## config.mk

```make
export PLATFORM = sky130hd
export DESIGN_NAME = watchdog_sleep_idle_control
export DESIGN_NICKNAME = d
export VERILOG_FILES = /design/src/rtl/power_ctl_pkg.sv /design/src/rtl/watchdog_sleep_idle_control.sv
export SDC_FILE = /design/constraint.sdc
export NUM_CORES = 1
export LEC_CHECK = 0
export ABC_CLOCK_PERIOD_IN_PS = 1900
export BUFFER_PORTS_ARGS = -buffer_cell sky130_fd_sc_hd__buf_2
export CORE_UTILIZATION = 28
export CTS_CLUSTER_DIAMETER = 200
export DETAILED_ROUTE_END_ITERATION = 10
export PLACE_DENSITY = 0.63
export SYNTH_ARGS = -nofsm -noshare
export SYNTH_HDL_FRONTEND = slang
export SYNTH_SLANG_ARGS = --single-unit
```

## constraint.sdc

```tcl
create_clock -name ref_clk -period 1.9 [get_ports ref_clk]
set_clock_uncertainty 0.15 [all_clocks]
set_input_delay 0.095 -clock ref_clk [delete_from_list [all_inputs] [get_ports ref_clk]]
set_output_delay 0.095 -clock ref_clk [all_outputs]
set_load 0.01 [all_outputs]
```

## src/rtl/power_ctl_pkg.sv

```systemverilog
package power_ctl_pkg;
	// ==========================================
	// fuse configuration map (24-bit words, low 16 used)
	localparam logic [23:0] OSC_FUSE_ADDR = 24'hf8_0000;
	localparam logic [23:0] WDT_FUSE_ADDR = 24'hf8_0002;
	localparam logic [23:0] BORPOR_FUSE_ADDR = 24'hf8_0004;
	localparam logic [23:0] CODESEG_FUSE_ADDR = 24'hf8_000a;
	localparam logic [23:0] DEBUG_FUSE_ADDR = 24'hf8_000c;
	localparam int FUSE_WIDTH = 24;
	localparam int FUSE_DATA_WIDTH = 16;
	// watchdog fuse enable position and erased default
	localparam int WDT_FUSE_EN_BIT = 15;
	localparam logic [15:0] WDT_FUSE_ERASED = 16'h8000;
	// ==========================================
	// reset control status bit positions
	localparam int RCS_POR_BIT = 0;
	localparam int RCS_BOR_BIT = 1;
	localparam int RCS_IDLE_BIT = 2;
	localparam int RCS_SLEEP_BIT = 3;
	localparam int RCS_WATCHDOG_TIMEOUT_FLAG_BIT = 4;
	localparam int RCS_SOFT_EN_BIT = 5;
	localparam int RCS_SWR_BIT = 6;
	localparam int RCS_EXTR_BIT = 7;
	localparam logic [15:0] RCS_POR_VALUE = 16'h0003;
	// ==========================================
	// timing
	localparam int CLK_PERIOD_NS = 100;
	localparam int POWER_ON_DELAY_NS = 10000;
	localparam int POWER_ON_DELAY_CYC = (POWER_ON_DELAY_NS + CLK_PERIOD_NS - 1) / CLK_PERIOD_NS;
	localparam int POWERUP_TIMER_DELAY_CYC = 64;
	localparam int PLL_LOCK_DELAY_CYC = 20;
	localparam int WDT_WIDTH = 12;
	// ==========================================
	// power-save parameter and oscillator kinds
	localparam logic PSAVE_SLEEP = 1'b0;
	localparam logic PSAVE_IDLE = 1'b1;
	typedef enum logic [1:0] {
		OSC_KIND_RC = 2'b00,
		OSC_KIND_CRYSTAL = 2'b01,
		OSC_KIND_CRYSTAL_PLL = 2'b10,
		OSC_KIND_LP_CRYSTAL = 2'b11
	} osc_kind_t;
	typedef enum logic [2:0] {
		ST_RUN = 3'b000,
		ST_IDLE = 3'b001,
		ST_SLEEP = 3'b010,
		ST_WAKE_DELAY = 3'b011,
		ST_WAKE_OSC = 3'b100,
		ST_SUSPEND = 3'b101
	} power_state_t;
endpackage

```

## src/rtl/watchdog_sleep_idle_control.sv

```systemverilog
`timescale 1ns/1ps
//Function
// fuse enable bit 1 enables watchdog, erased 1
// enabled counter overflow resets device outside Sleep and Idle
// clear instruction restarts watchdog count
// time-out in Sleep wakes, no reset
// fuse 0: soft enable bit 5 controls watchdog
// power-save instruction parameter selects Sleep/Idle
// Sleep stops CPU, peripheral clocks, oscillator
// clock monitor off in Sleep; RC runs (code keeps RC on in Sleep only while watchdog enabled)
// brown-out and low-voltage detect run in Sleep
// wake on interrupt, reset, or watchdog time-out
// wake restarts prior clock; fuses after POR/BOR
// oscillator wake waits start-up timer, PLL lock
// RC/external clock wake applies only power-on delay
// LP crystal running in Sleep: power-on delay only
// interrupt wake from Sleep vectors, sets Sleep flag
// dead oscillator: trap with monitor, else suspend
// non-POR reset in Sleep sets flag; POR clears
// watchdog Sleep wake sets Sleep and time-out flags
// Idle stops only CPU clock
// Idle wake immediate, resume after instruction
// Idle flag on reset/interrupt; watchdog sets both
// fuse words 24 bits, low 16 readable
// separate CPU, peripheral, oscillator gate outputs
module watchdog_sleep_idle_control #(
	parameter int WDT_BITS = power_ctl_pkg::WDT_WIDTH,
	parameter int POR_CYC = power_ctl_pkg::POWER_ON_DELAY_CYC,
	parameter int POWERUP_TIMER_CYC = power_ctl_pkg::POWERUP_TIMER_DELAY_CYC,
	parameter int LOCK_CYC = power_ctl_pkg::PLL_LOCK_DELAY_CYC
) (
	input wire logic ref_clk,
	input wire logic reset,
	input wire logic power_on_reset,
	input wire logic brownout_reset,
	input wire logic master_clear_pin,
	input wire logic power_save_instruction,
	input wire logic power_save_param,
	input wire logic watchdog_clear_instruction,
	input wire logic low_power_rc_osc_tick,
	input wire logic irq_wake,
	input wire logic [15:0] fuse_osc,
	input wire logic [15:0] fuse_wdt,
	input wire logic [15:0] fuse_borpor,
	input wire logic [15:0] fuse_codeseg,
	input wire logic [15:0] fuse_debug,
	input wire power_ctl_pkg::osc_kind_t wake_osc_kind,
	input wire logic lp_osc_in_sleep,
	input wire logic osc_startup_done,
	input wire logic osc_running,
	input wire logic pll_locked,
	input wire logic clock_fail_monitor_en,
	input wire logic brownout_en,
	input wire logic low_voltage_detect_en,
	input wire logic rcs_wr,
	input wire logic [15:0] rcs_wdata,
	input wire logic [23:0] table_addr,
	output logic [23:0] table_rdata,
	output logic [15:0] reset_control_status,
	output logic cpu_clk_en,
	output logic periph_clk_en,
	output logic osc_en,
	output logic low_power_rc_osc_en,
	output logic clock_fail_monitor_active,
	output logic brownout_active,
	output logic low_voltage_detect_active,
	output logic watchdog_reset_req,
	output logic irq_vector_take,
	output logic clock_fail_trap,
	output logic fast_rc_enable,
	output logic resume_next
);
	import power_ctl_pkg::*;

	// ==========================================
	// state and watchdog
	power_state_t state, next_state;
	logic [WDT_BITS-1:0] wdt_count;
	logic [15:0] delay_count;
	logic [15:0] rcs;
	logic irq_from_sleep;
	assign reset_control_status = rcs;

	wire watchdog_fuse_enable = fuse_wdt[WDT_FUSE_EN_BIT];
	wire watchdog_soft_enable = rcs[RCS_SOFT_EN_BIT];
	wire wdt_enabled = watchdog_fuse_enable | watchdog_soft_enable; // see R01
	wire wdt_overflow = wdt_enabled & low_power_rc_osc_tick & (&wdt_count);
	wire in_sleep = (state == ST_SLEEP);
	wire in_idle = (state == ST_IDLE);
	wire ext_reset = power_on_reset | brownout_reset | master_clear_pin;
	wire wake_event = irq_wake | wdt_overflow;

	// the clear also covers the cycle of a tick so a clear never loses to the count
	always_ff @(posedge ref_clk) begin
		if (reset || ext_reset || watchdog_clear_instruction || !wdt_enabled)
			wdt_count <= '0;
		else if (low_power_rc_osc_tick)
			wdt_count <= wdt_count + 1'b1;
	end

	// overflow resets outside Sleep and Idle, wake delay and suspend states included; in Sleep or Idle it wakes instead
	assign watchdog_reset_req = wdt_overflow & ~in_sleep & ~in_idle; // see R02

	// ==========================================
	// wake delay selection
	wire fast_wake = (wake_osc_kind == OSC_KIND_RC)
		| ((wake_osc_kind == OSC_KIND_LP_CRYSTAL) & lp_osc_in_sleep); // see R13
	wire [15:0] crystal_delay = 16'(POR_CYC + POWERUP_TIMER_CYC)
		+ ((wake_osc_kind == OSC_KIND_CRYSTAL_PLL) ? 16'(LOCK_CYC) : 16'h0000);
	wire [15:0] wake_delay = fast_wake ? 16'(POR_CYC) : crystal_delay;
	wire osc_ready = osc_startup_done & ((wake_osc_kind != OSC_KIND_CRYSTAL_PLL) | pll_locked);

	// ==========================================
	// power state machine
	always_comb begin
		next_state = state;
		case (state)
			ST_RUN: begin
				if (power_save_instruction)
					next_state = (power_save_param == PSAVE_IDLE) ? ST_IDLE : ST_SLEEP;
			end
			ST_IDLE: begin
				if (wake_event)
					next_state = ST_RUN;
			end
			ST_SLEEP: begin
				if (wake_event)
					next_state = ST_WAKE_DELAY;
			end
			ST_WAKE_DELAY: begin
				if (delay_count == 16'h0000)
					next_state = fast_wake ? ST_RUN : ST_WAKE_OSC;
			end
			ST_WAKE_OSC: begin
				if (osc_ready && osc_running)
					next_state = ST_RUN;
				else if (!clock_fail_monitor_en)
					next_state = ST_SUSPEND;
				else
					next_state = ST_RUN;
			end
			ST_SUSPEND: begin
				if (osc_running)
					next_state = ST_RUN;
			end
			default: next_state = ST_RUN;
		endcase
	end

	always_ff @(posedge ref_clk) begin
		if (reset || ext_reset)
			state <= ST_RUN;
		else
			state <= next_state;
	end

	always_ff @(posedge ref_clk) begin
		if (reset)
			delay_count <= 16'h0000;
		else if (in_sleep && wake_event)
			delay_count <= wake_delay - 16'h0001;
		else if (state == ST_WAKE_DELAY && delay_count != 16'h0000)
			delay_count <= delay_count - 16'h0001;
	end

	// remembers an interrupt wake from Sleep until the clock is back
	always_ff @(posedge ref_clk) begin
		if (reset || ext_reset)
			irq_from_sleep <= 1'b0;
		else if (in_sleep && irq_wake)
			irq_from_sleep <= 1'b1;
		else if (state != ST_SLEEP && next_state == ST_RUN)
			irq_from_sleep <= 1'b0;
	end

	// ==========================================
	// reset control status register; hardware set wins over software write
	wire clk_fail_now = (state == ST_WAKE_OSC) & ~(osc_ready & osc_running) & clock_fail_monitor_en;
	always_ff @(posedge ref_clk) begin
		if (reset || power_on_reset) begin
			rcs <= RCS_POR_VALUE; // see R17
		end else begin
			if (rcs_wr)
				rcs <= rcs_wdata;
			if (brownout_reset)
				rcs[RCS_BOR_BIT] <= 1'b1;
			if (master_clear_pin)
				rcs[RCS_EXTR_BIT] <= 1'b1;
			if ((brownout_reset || master_clear_pin) && in_sleep)
				rcs[RCS_SLEEP_BIT] <= 1'b1;
			if ((brownout_reset || master_clear_pin) && in_idle)
				rcs[RCS_IDLE_BIT] <= 1'b1;
			if (!ext_reset && in_sleep && wake_event)
				rcs[RCS_SLEEP_BIT] <= 1'b1; // see R15
			if (!ext_reset && in_idle && wake_event)
				rcs[RCS_IDLE_BIT] <= 1'b1;
			if (wdt_overflow)
				rcs[RCS_WATCHDOG_TIMEOUT_FLAG_BIT] <= 1'b1; // see R18
		end
	end

	// ==========================================
	// clock gating and event outputs
	wire stopped = in_sleep | (state == ST_WAKE_DELAY) | (state == ST_WAKE_OSC) | (state == ST_SUSPEND);
	assign cpu_clk_en = ~stopped & ~in_idle; // see R07 see R19
	assign periph_clk_en = ~stopped; // see R07 see R19
	assign osc_en = ~in_sleep; // see R07
	assign low_power_rc_osc_en = wdt_enabled | ~in_sleep;
	assign clock_fail_monitor_active = clock_fail_monitor_en & ~in_sleep;
	assign brownout_active = brownout_en;
	assign low_voltage_detect_active = low_voltage_detect_en;

	always_ff @(posedge ref_clk) begin
		if (reset) begin
			irq_vector_take <= 1'b0;
			clock_fail_trap <= 1'b0;
			fast_rc_enable <= 1'b0;
			resume_next <= 1'b0;
		end else begin
			irq_vector_take <= (irq_wake & in_idle) | (irq_from_sleep & (state != ST_SLEEP)
				& (state != ST_RUN) & (next_state == ST_RUN));
			clock_fail_trap <= clk_fail_now;
			if (clk_fail_now)
				fast_rc_enable <= 1'b1;
			else if (ext_reset)
				fast_rc_enable <= 1'b0;
			resume_next <= in_idle & wdt_overflow & ~irq_wake;
		end
	end

	// ==========================================
	// fuse table read, 24-bit words with zero upper byte
	wire [15:0] fuse_sel = (table_addr == OSC_FUSE_ADDR) ? fuse_osc
		: (table_addr == WDT_FUSE_ADDR) ? fuse_wdt
		: (table_addr == BORPOR_FUSE_ADDR) ? fuse_borpor
		: (table_addr == CODESEG_FUSE_ADDR) ? fuse_codeseg
		: (table_addr == DEBUG_FUSE_ADDR) ? fuse_debug : 16'h0000;
	always_ff @(posedge ref_clk) begin
		if (reset)
			table_rdata <= 24'h00_0000;
		else
			table_rdata <= {8'h00, fuse_sel};
	end

	// ==========================================
	// checks
	// wake delay measured by its own counter, not by the loaded delay value
	logic [15:0] wake_cyc;
	always_ff @(posedge ref_clk) begin
		if (reset || in_sleep)
			wake_cyc <= 16'h0000;
		else if (state == ST_WAKE_DELAY)
			wake_cyc <= wake_cyc + 16'h0001;
	end

	// gating per power state
	sleep_gate_a: assert property (@(posedge ref_clk) disable iff (reset)
		in_sleep |-> !cpu_clk_en && !periph_clk_en && !osc_en)
		else $error("clocks run in sleep");
	idle_gate_a: assert property (@(posedge ref_clk) disable iff (reset)
		in_idle |-> !cpu_clk_en && periph_clk_en && osc_en)
		else $error("idle gating wrong");
	run_gates_a: assert property (@(posedge ref_clk) disable iff (reset)
		state == ST_RUN |-> cpu_clk_en && periph_clk_en && osc_en)
		else $error("run gating wrong");
	sleep_alive_a: assert property (@(posedge ref_clk) disable iff (reset)
		in_sleep && wdt_enabled |-> low_power_rc_osc_en && !clock_fail_monitor_active)
		else $error("sleep monitor wrong");
	detect_alive_a: assert property (@(posedge ref_clk) disable iff (reset)
		in_sleep |-> brownout_active == brownout_en && low_voltage_detect_active == low_voltage_detect_en)
		else $error("detectors off in sleep");
	enter_mode_a: assert property (@(posedge ref_clk) disable iff (reset)
		state == ST_RUN && power_save_instruction && !ext_reset |=>
		state == (power_save_param ? ST_IDLE : ST_SLEEP))
		else $error("wrong power state");

	// watchdog
	wdt_reset_a: assert property (@(posedge ref_clk) disable iff (reset)
		watchdog_reset_req |-> state == ST_RUN && wdt_enabled)
		else $error("bad watchdog reset");
	wdt_count_a: assert property (@(posedge ref_clk) disable iff (reset)
		wdt_enabled && low_power_rc_osc_tick && !watchdog_clear_instruction && !ext_reset |=>
		wdt_count == WDT_BITS'($past(wdt_count) + 1'b1))
		else $error("watchdog count step");
	wdt_clear_a: assert property (@(posedge ref_clk) disable iff (reset)
		watchdog_clear_instruction |=> wdt_count == '0)
		else $error("clear missed");
	wdt_off_a: assert property (@(posedge ref_clk) disable iff (reset)
		!wdt_enabled |=> wdt_count == '0)
		else $error("disabled watchdog counts");
	sleep_wdt_wake_a: assert property (@(posedge ref_clk) disable iff (reset) // see R04
		in_sleep && wdt_overflow && !ext_reset |=> rcs[RCS_SLEEP_BIT] && rcs[RCS_WATCHDOG_TIMEOUT_FLAG_BIT]
		&& !watchdog_reset_req)
		else $error("sleep wake flags");

	// wake paths
	idle_wake_a: assert property (@(posedge ref_clk) disable iff (reset) // see R20
		in_idle && wake_event && !ext_reset |=> state == ST_RUN && cpu_clk_en && rcs[RCS_IDLE_BIT])
		else $error("idle wake slow");
	idle_vector_a: assert property (@(posedge ref_clk) disable iff (reset)
		in_idle && irq_wake && !ext_reset |=> irq_vector_take)
		else $error("idle interrupt not taken");
	idle_resume_a: assert property (@(posedge ref_clk) disable iff (reset)
		in_idle && wdt_overflow && !irq_wake && !ext_reset |=> resume_next)
		else $error("idle resume missed");
	reset_wake_a: assert property (@(posedge ref_clk) disable iff (reset)
		(in_sleep || in_idle) && ext_reset |=> state == ST_RUN && cpu_clk_en)
		else $error("reset did not wake");
	sleep_irq_a: assert property (@(posedge ref_clk) disable iff (reset)
		in_sleep && irq_wake && !ext_reset |=> state == ST_WAKE_DELAY && rcs[RCS_SLEEP_BIT])
		else $error("sleep interrupt wake");
	set_wins_a: assert property (@(posedge ref_clk) disable iff (reset)
		rcs_wr && in_sleep && irq_wake && !ext_reset |=> rcs[RCS_SLEEP_BIT])
		else $error("write beat flag set");
	fast_wake_a: assert property (@(posedge ref_clk) disable iff (reset) // see R13
		state == ST_WAKE_DELAY && delay_count == 16'h0000 && fast_wake |-> wake_cyc == 16'(POR_CYC - 1))
		else $error("fast wake delay");
	crystal_wake_a: assert property (@(posedge ref_clk) disable iff (reset)
		state == ST_WAKE_DELAY && delay_count == 16'h0000 && !fast_wake |-> wake_cyc == 16'(POR_CYC + POWERUP_TIMER_CYC - 1)
		+ ((wake_osc_kind == OSC_KIND_CRYSTAL_PLL) ? 16'(LOCK_CYC) : 16'h0000))
		else $error("crystal wake delay");

	// dead oscillator after the wake delay
	osc_suspend_a: assert property (@(posedge ref_clk) disable iff (reset)
		state == ST_WAKE_OSC && !(osc_ready && osc_running) && !clock_fail_monitor_en && !ext_reset
		|=> state == ST_SUSPEND)
		else $error("no suspend");
	clk_trap_a: assert property (@(posedge ref_clk) disable iff (reset)
		state == ST_WAKE_OSC && !(osc_ready && osc_running) && clock_fail_monitor_en && !ext_reset
		|=> clock_fail_trap && fast_rc_enable && state == ST_RUN)
		else $error("no clock fail trap");
	suspend_hold_a: assert property (@(posedge ref_clk) disable iff (reset)
		state == ST_SUSPEND && !osc_running && !ext_reset |=> state == ST_SUSPEND && !cpu_clk_en)
		else $error("left suspend early");

	// status and fuse reads
	por_clear_a: assert property (@(posedge ref_clk) disable iff (reset)
		power_on_reset |=> !rcs[RCS_SLEEP_BIT] && !rcs[RCS_IDLE_BIT] && rcs == RCS_POR_VALUE)
		else $error("por flags");
	fuse_read_a: assert property (@(posedge ref_clk) disable iff (reset)
		table_addr == WDT_FUSE_ADDR |=> table_rdata == {8'h00, $past(fuse_wdt)})
		else $error("fuse read");
	fuse_osc_read_a: assert property (@(posedge ref_clk) disable iff (reset)
		table_addr == OSC_FUSE_ADDR |=> table_rdata == {8'h00, $past(fuse_osc)})
		else $error("oscillator fuse read");

	sleep_cov: cover property (@(posedge ref_clk) in_sleep ##1 state == ST_WAKE_DELAY);
	idle_cov: cover property (@(posedge ref_clk) in_idle ##1 state == ST_RUN);
	trap_cov: cover property (@(posedge ref_clk) clock_fail_trap);
	suspend_cov: cover property (@(posedge ref_clk) state == ST_SUSPEND);
	wdt_wake_cov: cover property (@(posedge ref_clk) in_sleep && wdt_overflow);
endmodule // watchdog_sleep_idle_control

```

; ---- Word-level counts from Yosys, hierarchy flattened
; Cells that the tools add are included.
; Widths: inputs -> output; s select.
[word_totals]
register_bits = 76
input_bits = 140
out_inout_bits = 52
wordCells = 130
[op_classes]
n_addsub = 4
n_eq_ne = 14
mux = 30
bitwise = 33
n_reduce_logical = 33
[ops]
columns = operator, count
row1 = $eq 24x24->1 const B, 5
row2 = $mux 16, 7
row3 = $mux 3, 8
row4 = $pmux 3 s6, 1
row5 = $and 1x1->1, 17
row6 = $logic_not 16->1, 1
row7 = $reduce_bool 16->1, 1
row8 = $sub 16x1->16 const B, 1
row9 = $add 12x1->12 const B, 1
row10 = $reduce_and 12->1, 1
row11 = $logic_and 1x1->1, 11
row12 = $or 1x1->1, 11
row13 = $mux 1, 10
row14 = $reduce_bool 2->1, 5
row15 = $sub 9x1->10 const B, 1
row16 = $add 8x5->9 const A, 1
row17 = $mux 9, 1
row18 = $reduce_bool 3->1, 3
row19 = $mux 8, 1
row20 = $eq 3x2->1 const B, 2
row21 = $eq 3x3->1 const B, 2
row22 = $logic_not 3->1, 2
row23 = $logic_or 1x1->1, 5
row24 = $mux 5, 1
row25 = other kinds (9), 15

; ---- Depth between registers and ports, before layout
[logic_depth]
ltp_word = 10
ltp_mapped = 7
depth_no_buf = 7

; ---- Least setup slack after synthesis
; Ideal clock, no wire load.
[synth_path]
path_type = input to register
from = in table_addr[5]
to = reg table_rdata[10]
setup_time_ns = 0.116
t_arrival_ns = 1.744
t_required_ns = 1.634
slack_ns = -0.110
cell_stages = 6
n_path_buf = 2
cell_sequence = or4_4 nor3_4 or4b_1 buf_2 buf_6 o211a_1
[synth_between]
elab_chain_cells = 6
word_cells_on_any_way = 10
classes_between = eq/ne (5) / mux (5)
[synth_lines]
columns = item, line
row1 = from (decl), watchdog_sleep_idle_control.sv:57  ; input wire logic [23:0] table_addr,
row2 = $eq 24x24->1, watchdog_sleep_idle_control.sv:237  ; : (table_addr == DEBUG_FUSE_ADDR) ? fuse_debug : 16'h0000;
row3 = $mux 16, watchdog_sleep_idle_control.sv:237
row4 = $mux 16, watchdog_sleep_idle_control.sv:236  ; : (table_addr == CODESEG_FUSE_ADDR) ? fuse_codeseg
row5 = $mux 16, watchdog_sleep_idle_control.sv:235  ; : (table_addr == BORPOR_FUSE_ADDR) ? fuse_borpor
row6 = $mux 16, watchdog_sleep_idle_control.sv:234  ; : (table_addr == WDT_FUSE_ADDR) ? fuse_wdt
row7 = $mux 16 (*), watchdog_sleep_idle_control.sv:233  ; wire [15:0] fuse_sel = (table_addr == OSC_FUSE_ADDR) ? fuse_osc
row8 = to (signal assigned), watchdog_sleep_idle_control.sv:242  ; table_rdata <= {8'h00, fuse_sel};
row9 = to (decl), watchdog_sleep_idle_control.sv:58  ; output logic [23:0] table_rdata,
; Mark *: on every way between the ends. The rest lies on a longest branch, timed or not.
; A chain may end at the register's enable or synchronous reset.

; ---- Final worst setup path
[layout_path]
from = reg delay_count[2]
to = reg irq_vector_take
[layout_between]
elab_chain_cells = 6
[layout_lines]
columns = item, line
row1 = from (decl), watchdog_sleep_idle_control.sv:79  ; logic [15:0] delay_count;
row2 = from (signal assigned), watchdog_sleep_idle_control.sv:161  ; delay_count <= wake_delay - 16'h0001;
row3 = from (signal assigned), watchdog_sleep_idle_control.sv:163  ; delay_count <= delay_count - 16'h0001;
row4 = $logic_not 16->1, watchdog_sleep_idle_control.sv:131  ; if (delay_count == 16'h0000)
row5 = $mux 3, watchdog_sleep_idle_control.sv:131
row6 = $pmux 3 s6, watchdog_sleep_idle_control.sv:117  ; case (state)
row7 = $logic_not 3->1, watchdog_sleep_idle_control.sv:221  ; & (state != ST_RUN) & (next_state == ST_RUN));
row8 = $and 1x1->1, watchdog_sleep_idle_control.sv:221
row9 = $or 1x1->1, watchdog_sleep_idle_control.sv:220  ; irq_vector_take <= (irq_wake & in_idle) | (irq_from_sleep & (state != ST_SLEEP)
row10 = to (signal assigned), watchdog_sleep_idle_control.sv:220
row11 = to (decl), watchdog_sleep_idle_control.sv:68  ; output logic irq_vector_take,
; No other way between the ends.

==> key figures <==
Routing
  – Vias: 4154
  – DR DRC count: 0
  – Routed WL: 12.04 mm
  – Detail Route Antenna Nets: 0
  – Drt first pass iters: 4
  – Iter 0 DRT Violations: 142
  – Wire length per cell: 13.65 um
  – DR vias/cell: 4.710

Floorplanning
  – Core Region: 12670 sq um
  – Die X: 116.1 um
  – Initial Utilization: between 20% and 30%
  – Cell row count: 41
  – Die Area: 13490 sq um
  – Io pins: 192
  – Die height: between 100 and 150 um

Clocking
  – Clock Sink Count: 68
  – Clock Latency Late Sink: around 0.33 ns
  – H-tree depth: 3
  – Clock tree buffer depth: 2
  – Clock-pin slew on the worst setup and hold paths: 0.06 ns
  – CTS root buf: clkbuf_16
  – CTS tree: done
  – Num CTS Buffers: 9

Run status
  – Violated checks: negative setup slack
  – Status: finished with violations

STA
  – Max_slew headroom: 65.31%
  – Fmax: 522.1 MHz
  – Minimum clock period: 1.915 ns
  – Period Utilization, post-route: 100.8%
  – RSZ-0062 raised after global routing: true
  – Worst Max-Slew Pin Slew: approximately 0.52 ns
  – Hold slack: between 0.009 and 0.01 ns
  – # setup viols final: 1
  – Final hold vios: 0
  – Pins Over Slew Limit: 0
  – Setup ws final: -0.01541 ns

Setup path
  – Worst setup SP type: flop
  – Critical Path, Cell by Cell: or4_4 -> o41ai_2 -> nand4_1 -> a2111oi_2
  – Reg2reg setup slack: -0.02 ns
  – Crit path to: irq_vector_take$_SDFF_PP0_
  – Slowest CP cell: or4_4
  – Crit path kind: reg -> reg
  – Reg-to-Reg Start: delay_count[2]$_SDFFE_PP0P_
  – Crit-path max FO: 2
  – CP bufs+invs: 0
  – Delay-heaviest family, CP: simple AND/OR/NAND/NOR gates
  – Required time worst endpoint: 1.97 ns
  – Worst EP arrival: 1.99 ns
  – CP Launch Point: delay_count[2]$_SDFFE_PP0P_
  – Crit path depth: 4
  – Max stage delay on crit path: between 0.5 and 0.6 ns
  – Critical path endpoint category: flop
  – R2r endpoint: irq_vector_take$_SDFF_PP0_
  – R2R depth: 4

Placement
  – Hpwl dp: 9.340 mm
  – Number of port buffers: 179
  – GP Congestion: between 0.8 and 0.9

Finish
  – Area Growth Syn to Fin: 60.79%
  – Layout cells sized above 1: 40.70%
  – Diode count: 0
  – Nets: 851

Synthesis
  – Synthesized flop and latch total: 68
  – Main flop type after synthesis: dfxtp_1
  – Netlist cell types: 51
  – Biggest area consumer among synthesized cells: dfxtp_1
  – Synthesized area per cell: 8.215 sq um
  – Synth top area cells: dfxtp_1 37%, nor2_1 5.9%, o21ai_0 5.1%
  – Async set-reset flop share out of synthesis: 0%
  – Yosys warns: 0
  – Post-Syn Area: 3647 sq um
  – Post-synth EDFFs: 0
  – Top-area cell type share of the netlist area: 37.32%
  – Seq/Total Area, Yosys: 37.32%
  – Cells after Synth: 444

GRT
  – Tot GR Track Use: between 10% and 20%
  – Number of global-route vias before repair: 4218
  – Grt total ovfl: 0
  – Initial antenna violation count: 0
  – First-pass GRT wire length: between 15 and 20 mm
  – Largest net degree at the start of global routing: 32

Run
  – MaxCap Viol Count: 0

Hold path
  – Hold/Removal Path Class: in -> reg

Pwr
  – Static Leak: 2.793 nW
  – Peak VDD IR: 0.3908 mV
  – PwrDens: 571.9 nW/um^2
  – Pwr Total: 3.354 mW
## timing repair
| action | CTS | global route |
|---|---|---|
| endpoints found under the hold margin | 36 | 0 |
| resized for setup | 12 | 21 |
| setup buffers | 7 | 1 |
| pin swaps | 11 | 12 |
| setup endpoints to repair | 14 | 23 |
| hold buffers | 38 | 0 |
## routing by layer
metal	part of all wire [%]	global-route usage [%]
met1	38	18.63
met5	0	0
met3	5.4	3.269
met4	5.2	13.25
met2	51	33.57
## Yosys cell counts, types with 2 or more instances
cell type,instances
nor3_1,6
a21oi_1,12
or4_1,3
mux2i_1,17
nand3b_1,3
or2_2,2
o21a_1,2
and2_1,2
nor3b_1,2
nor2b_1,7
buf_2,2
buf_4,10
a22oi_1,16
xor2_1,18
clkbuf_1,21
nand4_1,13
inv_1,23
dfxtp_1,68
nand2_1,14
and4_1,2
nand4b_1,4
xnor2_1,6
ha_1,4
nor2_1,57
o211a_1,15
a211oi_1,2
or3_1,4
nand2b_1,18
nor4_1,7
a21boi_0,2
nand3_1,25
nor4b_1,2
o21ai_0,37
## cells by family after synthesis
| family | count (synthesis) | synth area share [%] |
|---|---|---|
| other | 1 | 0.1028 |
| AOI/OAI and AO/OA | 94 | 17.15 |
| DFF | 68 | 37.32 |
| buffers and inverters | 58 | 7.273 |
| xor gates and xnor gates | 24 | 5.763 |
| muxes | 17 | 4.665 |
| adders and majority gates | 4 | 1.372 |
| and+or+nand+nor | 178 | 26.35 |
## placed cells by master, fill, tap and decap left out, types with 16 or more instances in the layout
cell type and n:
a22oi_1 16, inv_1 23, nor2_1 55, mux2i_1 17, nand2b_1 17, dfxtp_1 61
nand3_1 22, buf_2 179, dlygate4sd3_1 38, o21ai_0 35, buf_4 61, xor2_1 18
## power by group
part	switching [mW]	internal (mW)
clock	0.565	0.895
combinational	0.199	0.245
sequential	0.00748	1.44
total	0.772	2.58
## flip-flops by register name, indices dropped and copies added, names as in the netlist
register and flops:
reset_control_status 16, state 3, table_rdata 16, irq_vector_take 1, irq_from_sleep 1, wdt_count 12
delay_count 16, resume_next 1, fast_rc_enable 1, clock_fail_trap 1
## worst min-delay path by stage
stage	start	end	slack [ns]	cells past startpoint
2_1_floorplan	irq_wake	resume_next$_SDFF_PP0_	0.02	1
4_1_cts	reset	delay_count[0]$_SDFFE_PP0P_	0.004	3
5_1_grt	reset	delay_count[0]$_SDFFE_PP0P_	0.03	3
6_report	reset	delay_count[6]$_SDFFE_PP0P_	0.009	3
3_3_place_gp	brownout_en	brownout_active	0.04	0
3_5_place_dp	brownout_en	brownout_active	0.04	0
## worst min-delay path, delay by kind of cell
family,cells,cell delay [ns]
compound gates,1,0.06
buf+inv,2,0.28
## cell type report
type	count	area, sq um
clock inverters	3	15.01
clock buffers	11	242.7
fillers	1248	6807
inverters	23	86.33
well taps	172	215.2
flip-flops and latches	68	1370
multi-input cells	325	2178
repair buffers	280	1757
## stage by stage
stage | cell area (sq um) | worst slack [ns] | setup TNS (ns) | utilization (%) | instances
6_report | 5864 | -0.01541 | -0.01541 | 46.28 | 882
5_1_grt | 5864 | -0.1046 | -0.4569 | 46.28 | 882
4_1_cts | 5788 | -0.01524 | -0.02987 | 45.68 | 881
3_5_place_dp | 5040 | -0.1221 | -2.249 | 39.77 | 822
3_3_place_gp | 5040 | -0.08279 | -1.279 | 39.77 | 822
2_1_floorplan | 3695 | -0.1103 | -1.024 | - | 451
(Power assumes the default switching activity.)
